## config.mk

```make
export PLATFORM = sky130hd
export DESIGN_NAME = ibm_top
export DESIGN_NICKNAME = d
export VERILOG_FILES = /design/src/rtl/ibm_pkg.sv /design/src/rtl/ibm_channel.sv /design/src/rtl/ibm_top.sv
export SDC_FILE = /design/constraint.sdc
export NUM_CORES = 1
export LEC_CHECK = 0
export ABC_AREA = 1
export BUFFER_PORTS_ARGS = -buffer_cell sky130_fd_sc_hd__clkbuf_2
export CAP_MARGIN = 20
export CORE_MARGIN = 2
export CORE_UTILIZATION = 57
export CTS_CLUSTER_DIAMETER = 80
export DETAILED_ROUTE_END_ITERATION = 8
export GPL_TIMING_DRIVEN = 0
export PLACE_DENSITY = 0.9
export SYNTH_ARGS = -nofsm -noshare
export SYNTH_HDL_FRONTEND = slang
export SYNTH_HIERARCHICAL = 1
export SYNTH_SLANG_ARGS = --single-unit
```

## constraint.sdc

```tcl
create_clock -name sys_clk_in -period 2.1 [get_ports sys_clk_in]
set_clock_uncertainty 0.1 [all_clocks]
set_input_delay 0.105 -clock sys_clk_in [delete_from_list [all_inputs] [get_ports sys_clk_in]]
set_output_delay 0.105 -clock sys_clk_in [all_outputs]
set_load 0.03 [all_outputs]
```

## src/rtl/ibm_pkg.sv

```systemverilog
// Constants and types for the IDE bus-master DMA control block
// Operation
// - Command bit 3 picks direction: 0 memory reads, 1 memory writes.
// - Command bit 0 written 1 enables the master, written 0 disables.
// - Clearing start/stop halts any ongoing bus-master operation.
// - Clearing start/stop mid-transfer aborts and discards drive data.
// - Reserved command 7:4, 2:1 and status 4:3 read zero.
// - Status bit 7 is read-only simplex flag, 1 means simplex.
// - Status bits 6 and 5 are writable drive 1/drive 0 DMA-capable flags.
// - Status bit 2 sets on interrupt, clears on write of 1.
// - Status bit 1 sets on transfer error, clears on write of 1.
// - Status bit 0 is read-only, 1 while the master is active.
// - Pointer write bits 31:2 give table start; bits 1:0 are zero.
// - Once enabled, pointer ignores writes and advances by 08h per descriptor.
// - Pointer reads return the next descriptor address.
// - Secondary channel has identical registers, command at 08h.
package ibm_pkg;
  localparam logic [7:0] IBM_OFF_PRI_CMD  = 8'h00;
  localparam logic [7:0] IBM_OFF_PRI_STAT = 8'h02;
  localparam logic [7:0] IBM_OFF_PRI_PTR  = 8'h04;
  localparam logic [7:0] IBM_OFF_SEC_CMD  = 8'h08;
  localparam logic [7:0] IBM_OFF_SEC_STAT = 8'h0a;
  localparam logic [7:0] IBM_OFF_SEC_PTR  = 8'h0c;
  localparam logic [7:0] IBM_CHAN_STRIDE  = 8'h08;
  localparam int IBM_CMD_START_BIT = 0;
  localparam int IBM_CMD_DIR_BIT   = 3;
  localparam int IBM_ST_ACTIVE_BIT = 0;
  localparam int IBM_ST_ERR_BIT    = 1;
  localparam int IBM_ST_INT_BIT    = 2;
  localparam int IBM_ST_DRV0_BIT   = 5;
  localparam int IBM_ST_DRV1_BIT   = 6;
  localparam int IBM_ST_SIMPLEX_BIT = 7;
  localparam logic [7:0]  IBM_CMD_RESET  = 8'h00;
  localparam logic [7:0]  IBM_STAT_RESET = 8'h00;
  localparam logic [31:0] IBM_PTR_RESET  = 32'h0000_0000;
  localparam logic [31:0] IBM_PRD_STEP   = 32'h0000_0008;
  typedef enum logic [1:0] {
    IBM_IDLE,
    IBM_RUN
  } ibm_state_type;
endpackage

```

## src/rtl/ibm_channel.sv

```systemverilog
// One bus-master channel: command, status and descriptor pointer
`timescale 1ns/100ps
module ibm_channel
  import ibm_pkg::*;
(
  input  wire logic        sys_clk_in,
  input  wire logic        rst_in,
  input  wire logic        cmd_wr_in,
  input  wire logic        stat_wr_in,
  input  wire logic        ptr_wr_in,
  input  wire logic [31:0] wdata_in,
  input  wire logic        prd_done_in,
  input  wire logic        xfer_done_in,
  input  wire logic        irq_in,
  input  wire logic        err_in,
  output logic      [7:0]  cmd_q,
  output logic      [7:0]  stat_q,
  output logic      [31:0] ptr_q,
  output logic             running_q,
  output logic             abort_q
);
  ibm_state_type state_q;
  ibm_state_type state_d;
  logic [31:0]   ptr_d;
  logic [7:0]    cmd_d;
  logic [7:0]    stat_d;
  wire  start_w  = cmd_wr_in & wdata_in[IBM_CMD_START_BIT];
  wire  stop_w   = cmd_wr_in & ~wdata_in[IBM_CMD_START_BIT];
  wire  run_w    = (state_q == IBM_RUN);
  wire  end_w    = run_w & (stop_w | xfer_done_in | err_in);

  always_comb begin
    state_d = state_q;
    unique case (state_q)
      IBM_IDLE: if (start_w) state_d = IBM_RUN;
      IBM_RUN:  if (end_w) state_d = IBM_IDLE;
    endcase
  end

  always_comb begin
    cmd_d = cmd_q;
    if (cmd_wr_in) begin
      cmd_d = 8'h00;
      cmd_d[IBM_CMD_START_BIT] = wdata_in[IBM_CMD_START_BIT];
      cmd_d[IBM_CMD_DIR_BIT]   = wdata_in[IBM_CMD_DIR_BIT];
    end
  end

  always_comb begin
    stat_d = stat_q & 8'h67;
    stat_d[IBM_ST_SIMPLEX_BIT] = 1'b0;
    if (stat_wr_in) begin
      stat_d[IBM_ST_DRV1_BIT] = wdata_in[IBM_ST_DRV1_BIT];
      stat_d[IBM_ST_DRV0_BIT] = wdata_in[IBM_ST_DRV0_BIT];
      if (wdata_in[IBM_ST_INT_BIT])
        stat_d[IBM_ST_INT_BIT] = 1'b0;
      if (wdata_in[IBM_ST_ERR_BIT])
        stat_d[IBM_ST_ERR_BIT] = 1'b0;
    end
    // Set beats a same-cycle write-1 clear
    if (irq_in)
      stat_d[IBM_ST_INT_BIT] = 1'b1;
    if (err_in & run_w)
      stat_d[IBM_ST_ERR_BIT] = 1'b1;
    stat_d[IBM_ST_ACTIVE_BIT] = (state_d == IBM_RUN);
  end

  always_comb begin
    ptr_d = ptr_q;
    if (ptr_wr_in && !run_w)
      ptr_d = {wdata_in[31:2], 2'b00};
    else if (run_w && prd_done_in && !end_w)
      ptr_d = ptr_q + IBM_PRD_STEP;
  end

  always_ff @(posedge sys_clk_in) begin
    if (rst_in) begin
      state_q   <= IBM_IDLE;
      cmd_q     <= IBM_CMD_RESET;
      stat_q    <= IBM_STAT_RESET;
      ptr_q     <= IBM_PTR_RESET;
      running_q <= 1'b0;
      abort_q   <= 1'b0;
    end else begin
      state_q   <= state_d;
      cmd_q     <= cmd_d;
      stat_q    <= stat_d;
      ptr_q     <= ptr_d;
      running_q <= (state_d == IBM_RUN);
      abort_q   <= run_w & stop_w;
    end
  end
endmodule

```

## src/rtl/ibm_top.sv

```systemverilog
// Two-channel IDE bus-master DMA control register block
`timescale 1ns/100ps
module ibm_top
  import ibm_pkg::*;
(
  input  wire logic        sys_clk_in,
  input  wire logic        rst_in,
  input  wire logic [7:0]  reg_addr_in,
  input  wire logic        reg_wr_in,
  input  wire logic        reg_rd_in,
  input  wire logic [31:0] reg_wdata_in,
  input  wire logic [1:0]  prd_done_in,
  input  wire logic [1:0]  xfer_done_in,
  input  wire logic [1:0]  drive_irq_in,
  input  wire logic [1:0]  xfer_err_in,
  output logic      [31:0] reg_rdata_out,
  output logic      [1:0]  run_out,
  output logic      [1:0]  mem_write_out,
  output logic      [1:0]  abort_out,
  output logic      [63:0] prd_addr_out
);
  import ibm_pkg::*;
  logic [7:0]  cmd_w   [2];
  logic [7:0]  stat_w  [2];
  logic [31:0] ptr_w   [2];
  logic [1:0]  run_w;
  logic [1:0]  abort_w;
  logic [31:0] rdata_d;
  logic [1:0]  irq_s1;
  logic [1:0]  irq_s2;
  logic [1:0]  done_s1;
  logic [1:0]  done_s2;
  logic [1:0]  err_s1;
  logic [1:0]  err_s2;
  logic [1:0]  xd_s1;
  logic [1:0]  xd_s2;

  // Drive-side events come from outside the clock domain
  always_ff @(posedge sys_clk_in) begin
    if (rst_in) begin
      irq_s1  <= 2'b00;
      irq_s2  <= 2'b00;
      done_s1 <= 2'b00;
      done_s2 <= 2'b00;
      err_s1  <= 2'b00;
      err_s2  <= 2'b00;
      xd_s1   <= 2'b00;
      xd_s2   <= 2'b00;
    end else begin
      irq_s1  <= drive_irq_in;
      irq_s2  <= irq_s1;
      done_s1 <= prd_done_in;
      done_s2 <= done_s1;
      err_s1  <= xfer_err_in;
      err_s2  <= err_s1;
      xd_s1   <= xfer_done_in;
      xd_s2   <= xd_s1;
    end
  end

  genvar ch;
  generate
    for (ch = 0; ch < 2; ch++) begin : g_chan
      // Channel base offsets are one stride apart
      localparam logic [7:0] BASE = 8'(ch) * IBM_CHAN_STRIDE;
      wire hit_cmd  = reg_wr_in && reg_addr_in == BASE + IBM_OFF_PRI_CMD;
      wire hit_stat = reg_wr_in && reg_addr_in == BASE + IBM_OFF_PRI_STAT;
      wire hit_ptr  = reg_wr_in && reg_addr_in == BASE + IBM_OFF_PRI_PTR;
      ibm_channel u_chan (
        .sys_clk_in   (sys_clk_in),
        .rst_in       (rst_in),
        .cmd_wr_in    (hit_cmd),
        .stat_wr_in   (hit_stat),
        .ptr_wr_in    (hit_ptr),
        .wdata_in     (reg_wdata_in),
        .prd_done_in  (done_s2[ch]),
        .xfer_done_in (xd_s2[ch]),
        .irq_in       (irq_s2[ch]),
        .err_in       (err_s2[ch]),
        .cmd_q        (cmd_w[ch]),
        .stat_q       (stat_w[ch]),
        .ptr_q        (ptr_w[ch]),
        .running_q    (run_w[ch]),
        .abort_q      (abort_w[ch])
      );
    end
  endgenerate

  // Each register read alone; byte offset picks one register
  always_comb begin
    rdata_d = 32'h0000_0000;
    unique case (reg_addr_in)
      IBM_OFF_PRI_CMD:  rdata_d = {24'h00_0000, cmd_w[0]};
      IBM_OFF_PRI_STAT: rdata_d = {24'h00_0000, stat_w[0]};
      IBM_OFF_PRI_PTR:  rdata_d = ptr_w[0];
      IBM_OFF_SEC_CMD:  rdata_d = {24'h00_0000, cmd_w[1]};
      IBM_OFF_SEC_STAT: rdata_d = {24'h00_0000, stat_w[1]};
      IBM_OFF_SEC_PTR:  rdata_d = ptr_w[1];
      default:          rdata_d = 32'h0000_0000;
    endcase
  end

  always_ff @(posedge sys_clk_in) begin
    if (rst_in) begin
      reg_rdata_out <= 32'h0000_0000;
      run_out       <= 2'b00;
      mem_write_out <= 2'b00;
      abort_out     <= 2'b00;
      prd_addr_out  <= 64'h0000_0000_0000_0000;
    end else begin
      if (reg_rd_in)
        reg_rdata_out <= rdata_d;
      run_out       <= run_w;
      mem_write_out <= {cmd_w[1][IBM_CMD_DIR_BIT],
                        cmd_w[0][IBM_CMD_DIR_BIT]};
      abort_out     <= abort_w;
      prd_addr_out  <= {ptr_w[1], ptr_w[0]};
    end
  end
endmodule

```

# After elaboration in Yosys (flattened, before gate mapping)
# Cells that the tools add are included.
# Widths: inputs -> output; s select.
# word_totals
register_bits,208
in_bits,52
out_inout_bits,102
word_cells,113
# op_classes
n_addsub,2
eq_ne,9
mux,19
bitwise,15
n_reduce_logical,35
# op_table
cell,n
$pmux 32 s6,1
$mux 32,4
$add 32x4->32 const B,2
$eq 8x4->1 const B,3
$reduce_bool 2->1,10
$logic_and 1x1->1,12
$mux 2,6
$and 1x1->1,10
$eq 2x1->1 const B,4
$eq 8x2->1 const B,1
$eq 8x3->1 const B,1
$logic_not 8->1,1
$pmux 2 s2,2
$reduce_and 2->1,4
$mux 1,6
$logic_not 1->1,4
$logic_not 2->1,2
$or 1x1->1,4
$reduce_or 2->1,2
$not 1->1,1

# Longest topological paths before layout
# Gate-level depths: netlist (run 1).
# depth
ltp_word,10
mapped_depth,14
mapped_depth_nobuf,12

# Modules after synthesis
# Netlist (run 1), hierarchy kept.
# by_module_without_submodules
mod,n_inst,cells_per_inst,area_each_um2,seq_area_each_um2
ibm_top,1,599,4588.2,2362.3
ibm_channel at g_chan[1].u_chan,1,442,2687.6,800.8
ibm_channel at g_chan[0].u_chan,1,445,2670.1,800.8

# Worst setup path after synthesis (run 1)
# Ideal clock, no wire load.
# synth_timing
kind,in2reg
startpoint,input port reg_addr_in[7]
endpoint,register g_chan[1].u_chan.ptr_q[17]
setup_time_ns,0.068
arrival_ns,1.590
required_ns,1.932
slack_ns,0.342
stages,12
path_buffers,1
path_cell_list,nor2_1 -> nand2_1 -> nor4_1 -> nand2_1 -> nand2_1 -> nand2_1 -> nand2_4 -> inv_2 -> buf_2 -> o21ai_0 -> nand2_1 -> a21oi_2
# synth_between
elab_chain_cells,9
elab_cells_between_ends,13
classes_between,eq/ne (2); mux (1); bitwise (4); reduce/logical (6)
# synth_lines
item,line_no,source
"start, declared",ibm_top.sv:8,"input wire logic [7:0] reg_addr_in,"
$eq 8x4->1,ibm_top.sv:66,wire hit_cmd = reg_wr_in && reg_addr_in == BASE + IBM_OFF_PRI_CMD;
$logic_and 1x1->1,ibm_top.sv:66,
named net g_chan[1].hit_cmd,ibm_top.sv:66,
$and 1x1->1,ibm_channel.sv:28,wire stop_w = cmd_wr_in & ~wdata_in[IBM_CMD_START_BIT];
$or 1x1->1 (2 in a row),ibm_channel.sv:30,wire end_w = run_w & (stop_w | xfer_done_in | err_in);
$and 1x1->1,ibm_channel.sv:30,
$logic_not 1->1,ibm_channel.sv:72,else if (run_w && prd_done_in && !end_w)
$logic_and 1x1->1,ibm_channel.sv:72,
$reduce_bool 2->1 (no line),-,
"end signal, assigned",ibm_channel.sv:88,ptr_q <= ptr_d;
"end, declared",ibm_channel.sv:18,"output logic [31:0] ptr_q,"
# The timed path passes the listed nets, and every way through them passes these cells.
# A chain may end at the register's enable or synchronous reset.

# Final worst setup path (run 1)
# layout_timing
startpoint,register g_chan[0].u_chan.ptr_q[3]
endpoint,register g_chan[0].u_chan.ptr_q[25]
# layout_between
elab_chain_cells,3
# layout_lines
item,line_no,source
"start, declared",ibm_channel.sv:18,
"start signal, assigned",ibm_channel.sv:88,
$add 32x4->32,ibm_channel.sv:73,ptr_d = ptr_q + IBM_PRD_STEP;
$mux 32,ibm_channel.sv:72,
$mux 32,ibm_channel.sv:70,if (ptr_wr_in && !run_w)
# Every way passes these cells. The select of a mux whose other input is x is not followed.

==> results of run 1 <==
==> power by group through the flow <==
stage	logic, mW	clock network [mW]	registers [mW]
finish	0.561	3.44	3.83
CTS	0.541	3.45	3.83
detailed placement	0.489	0	3.92
global route	0.600	3.60	3.84
global placement	0.483	0	3.92
floorplan	0.230	0	3.98
==> stage by stage <==
stage	TNS, ps	worst slack (ps)
2_1_floorplan	0	342
3_3_place_gp	-11890	-293
3_5_place_dp	-13580	-310
4_1_cts	0	86.5
5_1_grt	0	51.5
6_report	0	159
==> sequential cells by signal (all words and copies together) (netlist names) <==
signal / count
prd_addr_out: 64
g_chan.u_chan/ptr_q: 60
reg_rdata_out: 32
g_chan.u_chan/stat_q: 10
g_chan.u_chan/cmd_q: 4
g_chan.u_chan/state_q: 4
abort_out: 2
done_s1: 2
done_s2: 2
err_s1: 2
err_s2: 2
g_chan.u_chan/abort_q: 2
irq_s1: 2
irq_s2: 2
mem_write_out: 2
run_out: 2
xd_s1: 2
xd_s2: 2
==> cells in the mapped netlist (all sizes together) <==
cell type  instances  area (um2)
ha                 2        25.0
o31ai              6        45.0
o21ai             61         305
o21bai             4        30.0
nor4               4        25.0
xnor2              3        26.3
clkbuf            24         100
nand3             99         513
a211oi             1        7.51
o21a               1        7.51
nor2             329        1400
a21oi             78         398
or2                7        43.8
buf               56         399
dfxtp            198        3960
inv              183         687
a31oi              4        25.0
o211ai            24         280
nand2            387        1580
nor3               6        30.0
nor3b              2        15.0
and2               5        33.8
conb               2        7.51
==> layer usage <==
metal / vias to the layer above / share of wire / GRT usage
met3: 94 / 0.088 / 0.0511
met1: 4784 / 0.41 / 0.489
li1: 5018 / - / -
met2: 513 / 0.46 / 0.584
met5: - / 0 / 0
met4: 0 / 0.038 / 0.158
==> cell type report <==
| cell class | count | area share |
|---|---|---|
| clock inverters | 15 | 0.0171 |
| plain buffers | 80 | 0.0416 |
| inverters | 183 | 0.0569 |
| flip-flops and latches | 198 | 0.328 |
| repair buffers | 188 | 0.0925 |
| well taps | 225 | 0.0233 |
| clock buffers | 17 | 0.0353 |
| multi-input cells | 1045 | 0.405 |
==> critical path, stage by stage, from the launching register on <==
cell and delay (ps):
dfxtp_1 440, ha_1 270, nand2_2 120, nor2_8 170, nand2_1 70, nor2_1 280, nand2_1 80, nand2_1 70
nand3_1 60, nand2_1 70, a21oi_1 50
==> kinds of logic after synthesis <==
logic type | synth area share
flops | 0.399
other cells | 0.000755
buf+inv | 0.119
fa+ha+maj | 0.00252
xor+xnor | 0.00264
compound gates | 0.110
simple gates | 0.366
==> what timing repair did <==
item	in CTS	in global routing
endpoints found under the hold margin	61	0
endpoints found under the setup margin	0	48
buffers inserted	0	2
gates resized for setup	0	4
hold buffers	34	0
==> final timing paths <==
path	end	slack, ps	cells after the start
worst min-delay path	g_chan[1].u_chan/ptr_q[31]$_SDFFE_PP0P_	20	5
worst max-delay path	g_chan[0].u_chan/ptr_q[25]$_SDFFE_PP0P_	160	10
worst min register to register	done_s2[1]$_SDFF_PP0_	300	2
worst max register to register	g_chan[0].u_chan/ptr_q[25]$_SDFFE_PP0P_	160	10
==> reports/results.ini, run 1 <==
[synthesis]
synth_seq_cells=198
yosysWarnings=6
syn_area_mm2=0.00995
postSynthCellCount=1486
syn_avg_cell_area_um2=6.69
synth-seq-area-share=0.399
synth_cell_types=41

[critical_path]
startpoint=g_chan[0].u_chan/ptr_q[3]$_SDFFE_PP0P_
crit-reg2reg-launch=g_chan[0].u_chan/ptr_q[3]$_SDFFE_PP0P_
required_ps=2290
crit_arrival_ps=2130
path_class=reg2reg
endpoint_kind=flop
cp-start-kind=flop
crit_path_max_fanout=8

[placed_design]
place_hpwl_mm=24.9
io_buffers=152
dp_cells=1883
place_area_mm2=0.0111
gp_routability_congestion=1.04

[route]
viasPerCell=5.34
drc=0
wirelength_mm=33.7
wl_per_cell_um=17.3
drt-initial-drc-count=1102
dr.pass1.iters=6
drt.antenna.violating_nets=0
num_vias=10400

[power]
p_seq_frac=0.489
comb_power_share=0.072
switching_share=0.267
finalPower_mw=7.83
ir_drop_mv=0.632
switching_power_mw=2.09
pwr_density_cell_mw_per_mm2=649
p_int_mw=5.74
p_leak_nw=5.33
clkPwrFrac=0.439

[sta]
rsz0062_at_grt=false
tightest_slew_ps=1070
relSlewSlack=0.282
hold_viol=0
final-setup-viol-count=0
post-route-min-period_ps=1940
slew_violations=0
fmax_mhz=515
hold_ws_ps=19.3
period_share=0.924

[floorplan]
initial_core_util=0.579
chipHeight_um=136
row_count=48
die_area_mm2=0.0185
io_pins=154
die_w_um=136
core_mm2=0.0172

[layout]
final_cells=1951
insertedDiodeCount=0
areaGrowthSynthToFinish_pct=21.3
fin_util=0.703
final_area_mm2=0.0121
final_cell_mix=nand2_1, nor2_1, dfxtp_1, inv_1, clkbuf_2
fillCellCount=1469
final_common_cell=nand2_1
register_area_mm2=0.00396
multiInputGateArea_mm2=0.00488
finalNetCount=1767
final_layout_size_suffix_gt1_frac=0.198

[worst_hold_path]
hold_class=in2reg
hp-start=reg_wdata_in[31]

[clocking]
cts_tree=built
htreeDepth=4
root_buffer=clkbuf_16
clock-sinks=198
clk_latency_ps=450
numCtsBuffers=17
cts_buffer_depth=2
cts.clk_slew.worst_paths_ps=80

[grt]
gr-total-overflow=0
grt_pass1_wl_mm=50.9
grt_pass1_vias=9526
antenna_found_initial=0
grt_usage=0.364
grt_max_degree=22

[run]
maxCapViolations=0

[status]
outcome=completed

(Power assumes the default switching activity.)
==> inputs of run 2 (changes only) <==
- REMOVE_ABC_BUFFERS: not set -> 1
==> run 2 against run 1 <==
Compared with the run above: worst hold slack better by 31 ps; global-route usage is 6.1 points lower; total power is 1.6% lower; clock power is 2% lower; via count is 2.0% lower; flip-flop and latch count stayed put; final area is 2.1% lower; critical endpoint is now g_chan[0].u_chan/ptr_q[13]$_SDFFE_PP0P_.
==> reports/results.ini, run 2 (synthesis results as in run 1) <==
[status]
outcome=completed  ; unchanged

[floorplan]
die_w_um=136  ; unchanged
die_area_mm2=0.0185  ; unchanged
chipHeight_um=136  ; unchanged
row_count=48  ; unchanged
core_mm2=0.0172  ; unchanged
io_pins=154  ; unchanged
initial_core_util=0.579  ; unchanged

[run]
maxCapViolations=0  ; unchanged

[sta]
tightest_slew_ps=976  ; was 1070 ps
final-setup-viol-count=0  ; unchanged
period_share=0.970  ; was 0.924
hold_ws_ps=50.8  ; was 19.3 ps
finalSetupTns_ps=0  ; unchanged
post-route-min-period_ps=2040  ; was 1940 ps
slew_violations=0  ; unchanged
fmax_mhz=491  ; was 515 MHz
hold_viol=0  ; unchanged
relSlewSlack=0.343  ; was 0.282

[grt]
grtUsageMet3=0.0544  ; was 0.0511
grt_util_met1=0.404  ; was 0.489
antenna_found_initial=1  ; was 0
grt_usage=0.303  ; was 0.364
grt_pass1_wl_mm=44.2  ; was 50.9 mm
grt_pass1_vias=9030  ; was 9,526
gr-usage-met2=0.477  ; was 0.584
gr-total-overflow=0  ; unchanged
grt_max_degree=107  ; was 22
busiest_layer=met2  ; unchanged

[power]
comb_power_share=0.067  ; was 0.072
p_seq_frac=0.497  ; was 0.489
switching_share=0.247  ; was 0.267
clkPwrFrac=0.437  ; was 0.439
ir_drop_mv=0.684  ; was 0.632 mV
p_leak_nw=5.11  ; was 5.33 nW
finalPower_mw=7.71  ; was 7.83 mW
p_int_mw=5.80  ; was 5.74 mW
pwr_density_cell_mw_per_mm2=653  ; was 649 mW/mm2
switching_power_mw=1.90  ; was 2.09 mW

[placed_design]
dp_cells=1806  ; was 1,883
io_buffers=153  ; was 152
gp_routability_congestion=0.924  ; was 1.04
place_hpwl_mm=18.6  ; was 24.9 mm

[critical_path]
rr_endpoint=g_chan[0].u_chan/ptr_q[13]$_SDFFE_PP0P_  ; was g_chan[0].u_chan/ptr_q[25]$_SDFFE_PP0P_
r2r_cells=6  ; was 10
slowest_stage=clkinvlp_2  ; was dfxtp_1
slowest_delay_ps=490  ; was 440 ps
ff2ff_setup_slack_ps=60  ; was 160 ps
cp-start-kind=flop  ; unchanged
crit-reg2reg-launch=g_chan[0].u_chan/state_q[1]$_SDFF_PP0_  ; was g_chan[0].u_chan/ptr_q[3]$_SDFFE_PP0P_
crit_chain=inv_1, nand2_2, nand2_8, clkinvlp_2, o21ai_0, a21oi_1  ; was ha_1, nand2_2, nor2_8, nand2_1, nor2_1, nand2_1, nand2_1, nand3_1, nand2_1, a21oi_1
required_ps=2310  ; was 2290 ps
path_class=reg2reg  ; unchanged
crit_arrival_ps=2240  ; was 2130 ps
crit_path_max_fanout=22  ; was 8
endpoint_kind=flop  ; unchanged

[route]
drc=0  ; unchanged
wl_per_cell_um=15.4  ; was 17.3 um
dr.pass1.iters=8  ; was 6
viasPerCell=5.41  ; was 5.34
num_vias=10200  ; was 10,400
drt-initial-drc-count=1260  ; was 1,102
drt.antenna.violating_nets=0  ; unchanged
wirelength_mm=29.0  ; was 33.7 mm

[worst_hold_path]
min_to=run_out[1]$_SDFF_PP0_  ; was g_chan[1].u_chan/ptr_q[31]$_SDFFE_PP0P_
hold_class=in2reg  ; unchanged
hold_depth=2  ; was 5
hp-start=rst_in  ; was reg_wdata_in[31]

[layout]
register_area_mm2=0.00396  ; unchanged
largest-register=prd_addr_out  ; unchanged
multiInputGateArea_mm2=0.00498  ; was 0.00488 mm2
areaGrowthSynthToFinish_pct=18.7  ; was 21.3%
final_common_cell=nand2_1  ; unchanged
final_cells=1884  ; was 1,951
largest_reg_flops=64  ; unchanged
finalNetCount=1699  ; was 1,767
final_cell_mix=nand2_1, nor2_1, dfxtp_1, inv_1, clkbuf_2  ; unchanged
reg_top3=prd_addr_out x64, g_chan.u_chan/ptr_q x60, reg_rdata_out x32  ; unchanged
fillCellCount=1369  ; was 1,469
final_layout_size_suffix_gt1_frac=0.180  ; was 0.198
fin_util=0.688  ; was 0.703

[clocking]
root_buffer=clkbuf_16  ; unchanged
htreeDepth=4  ; unchanged
clk_latency_ps=440  ; was 450 ps
cts_buffer_depth=2  ; unchanged
cts.clk_slew.worst_paths_ps=70  ; was 80 ps
numCtsBuffers=17  ; unchanged
clock-sinks=198  ; unchanged
cts_tree=built  ; unchanged

==> run 2: cell count changes in the layout (fill, tap and decap cells not counted), sizes merged <==
cell,delta
clkinvlp,+3
clkinv,-3
nand2,+2
bufinv,+2
diode,+1
clkbuf,-23
inv,-1
dlygate4sd3,+5
buf,-53
==> run 2: worst max-delay path: cells and delay by family (launching register included) <==
| family | cells | cell delay, ps |
|---|---|---|
| and+or+nand+nor | 2 | 410 |
| DFF | 1 | 320 |
| buffers and inverters | 2 | 550 |
| AOI/OAI and AO/OA | 2 | 490 |
==> run 2: power groups by stage <==
stage / logic, mW / clock network [mW] / registers, mW
finish: 0.513 / 3.37 / 3.83
detailed placement: 0.425 / 0 / 3.91
CTS: 0.491 / 3.39 / 3.83
floorplan: 0.141 / 0 / 3.98
global placement: 0.413 / 0 / 3.91
global route: 0.548 / 3.54 / 3.83
==> run 2: through the flow <==
step / setup WS (ps) / cell area, um2
after detailed placement: -2070 / 10600
after floorplan: -788 / 9520
after global routing: -10.3 / 11800
after global placement: -2230 / 10600
after CTS: 19.9 / 11700
final: 63.0 / 11800
==> run 2: area by class of cell <==
class | instances | share of cell area
Clock buffer | 18 | 0.0372
Clock inverter | 14 | 0.0137
Tap cell | 225 | 0.0238
Antenna cell | 1 | 0.000212
Inverter | 183 | 0.0622
Multi-Input combinational cell | 1047 | 0.422
Timing Repair inverter | 2 | 0.00117
Sequential cell | 198 | 0.336
Timing Repair Buffer | 196 | 0.104
==> run 2: timing repair <==
action,4_1_cts,5_1_grt
buffers inserted,1,1
gates resized for setup,20,9
pin swaps,2,2
setup endpoints to repair,44,36
hold buffers,39,0
hold endpoints to repair,70,0
cloned,1,3
==> run 2: routing by layer <==
| metal | share of wire | vias up |
|---|---|---|
| met3 | 0.10 | 104 |
| met2 | 0.46 | 635 |
| met1 | 0.40 | 4581 |
| met4 | 0.041 | 0 |
| met5 | 0 | - |
| li1 | - | 4876 |
==> run 2: worst max-delay path by stage <==
stage | depth (start not counted) | to | start | slack, ps
after floorplan | 12 | g_chan[0].u_chan/ptr_q[18]$_SDFFE_PP0P_ | reg_addr_in[7] | -790
after global placement | 13 | g_chan[0].u_chan/ptr_q[16]$_SDFFE_PP0P_ | reg_addr_in[7] | -2230
after detailed placement | 13 | g_chan[0].u_chan/ptr_q[7]$_SDFFE_PP0P_ | reg_addr_in[7] | -2070
after CTS | 13 | g_chan[0].u_chan/ptr_q[7]$_SDFFE_PP0P_ | reg_addr_in[7] | 20
after global routing | 7 | g_chan[0].u_chan/ptr_q[17]$_SDFFE_PP0P_ | g_chan[0].u_chan/state_q[1]$_SDFF_PP0_ | -10
final | 6 | g_chan[0].u_chan/ptr_q[13]$_SDFFE_PP0P_ | g_chan[0].u_chan/state_q[1]$_SDFF_PP0_ | 60
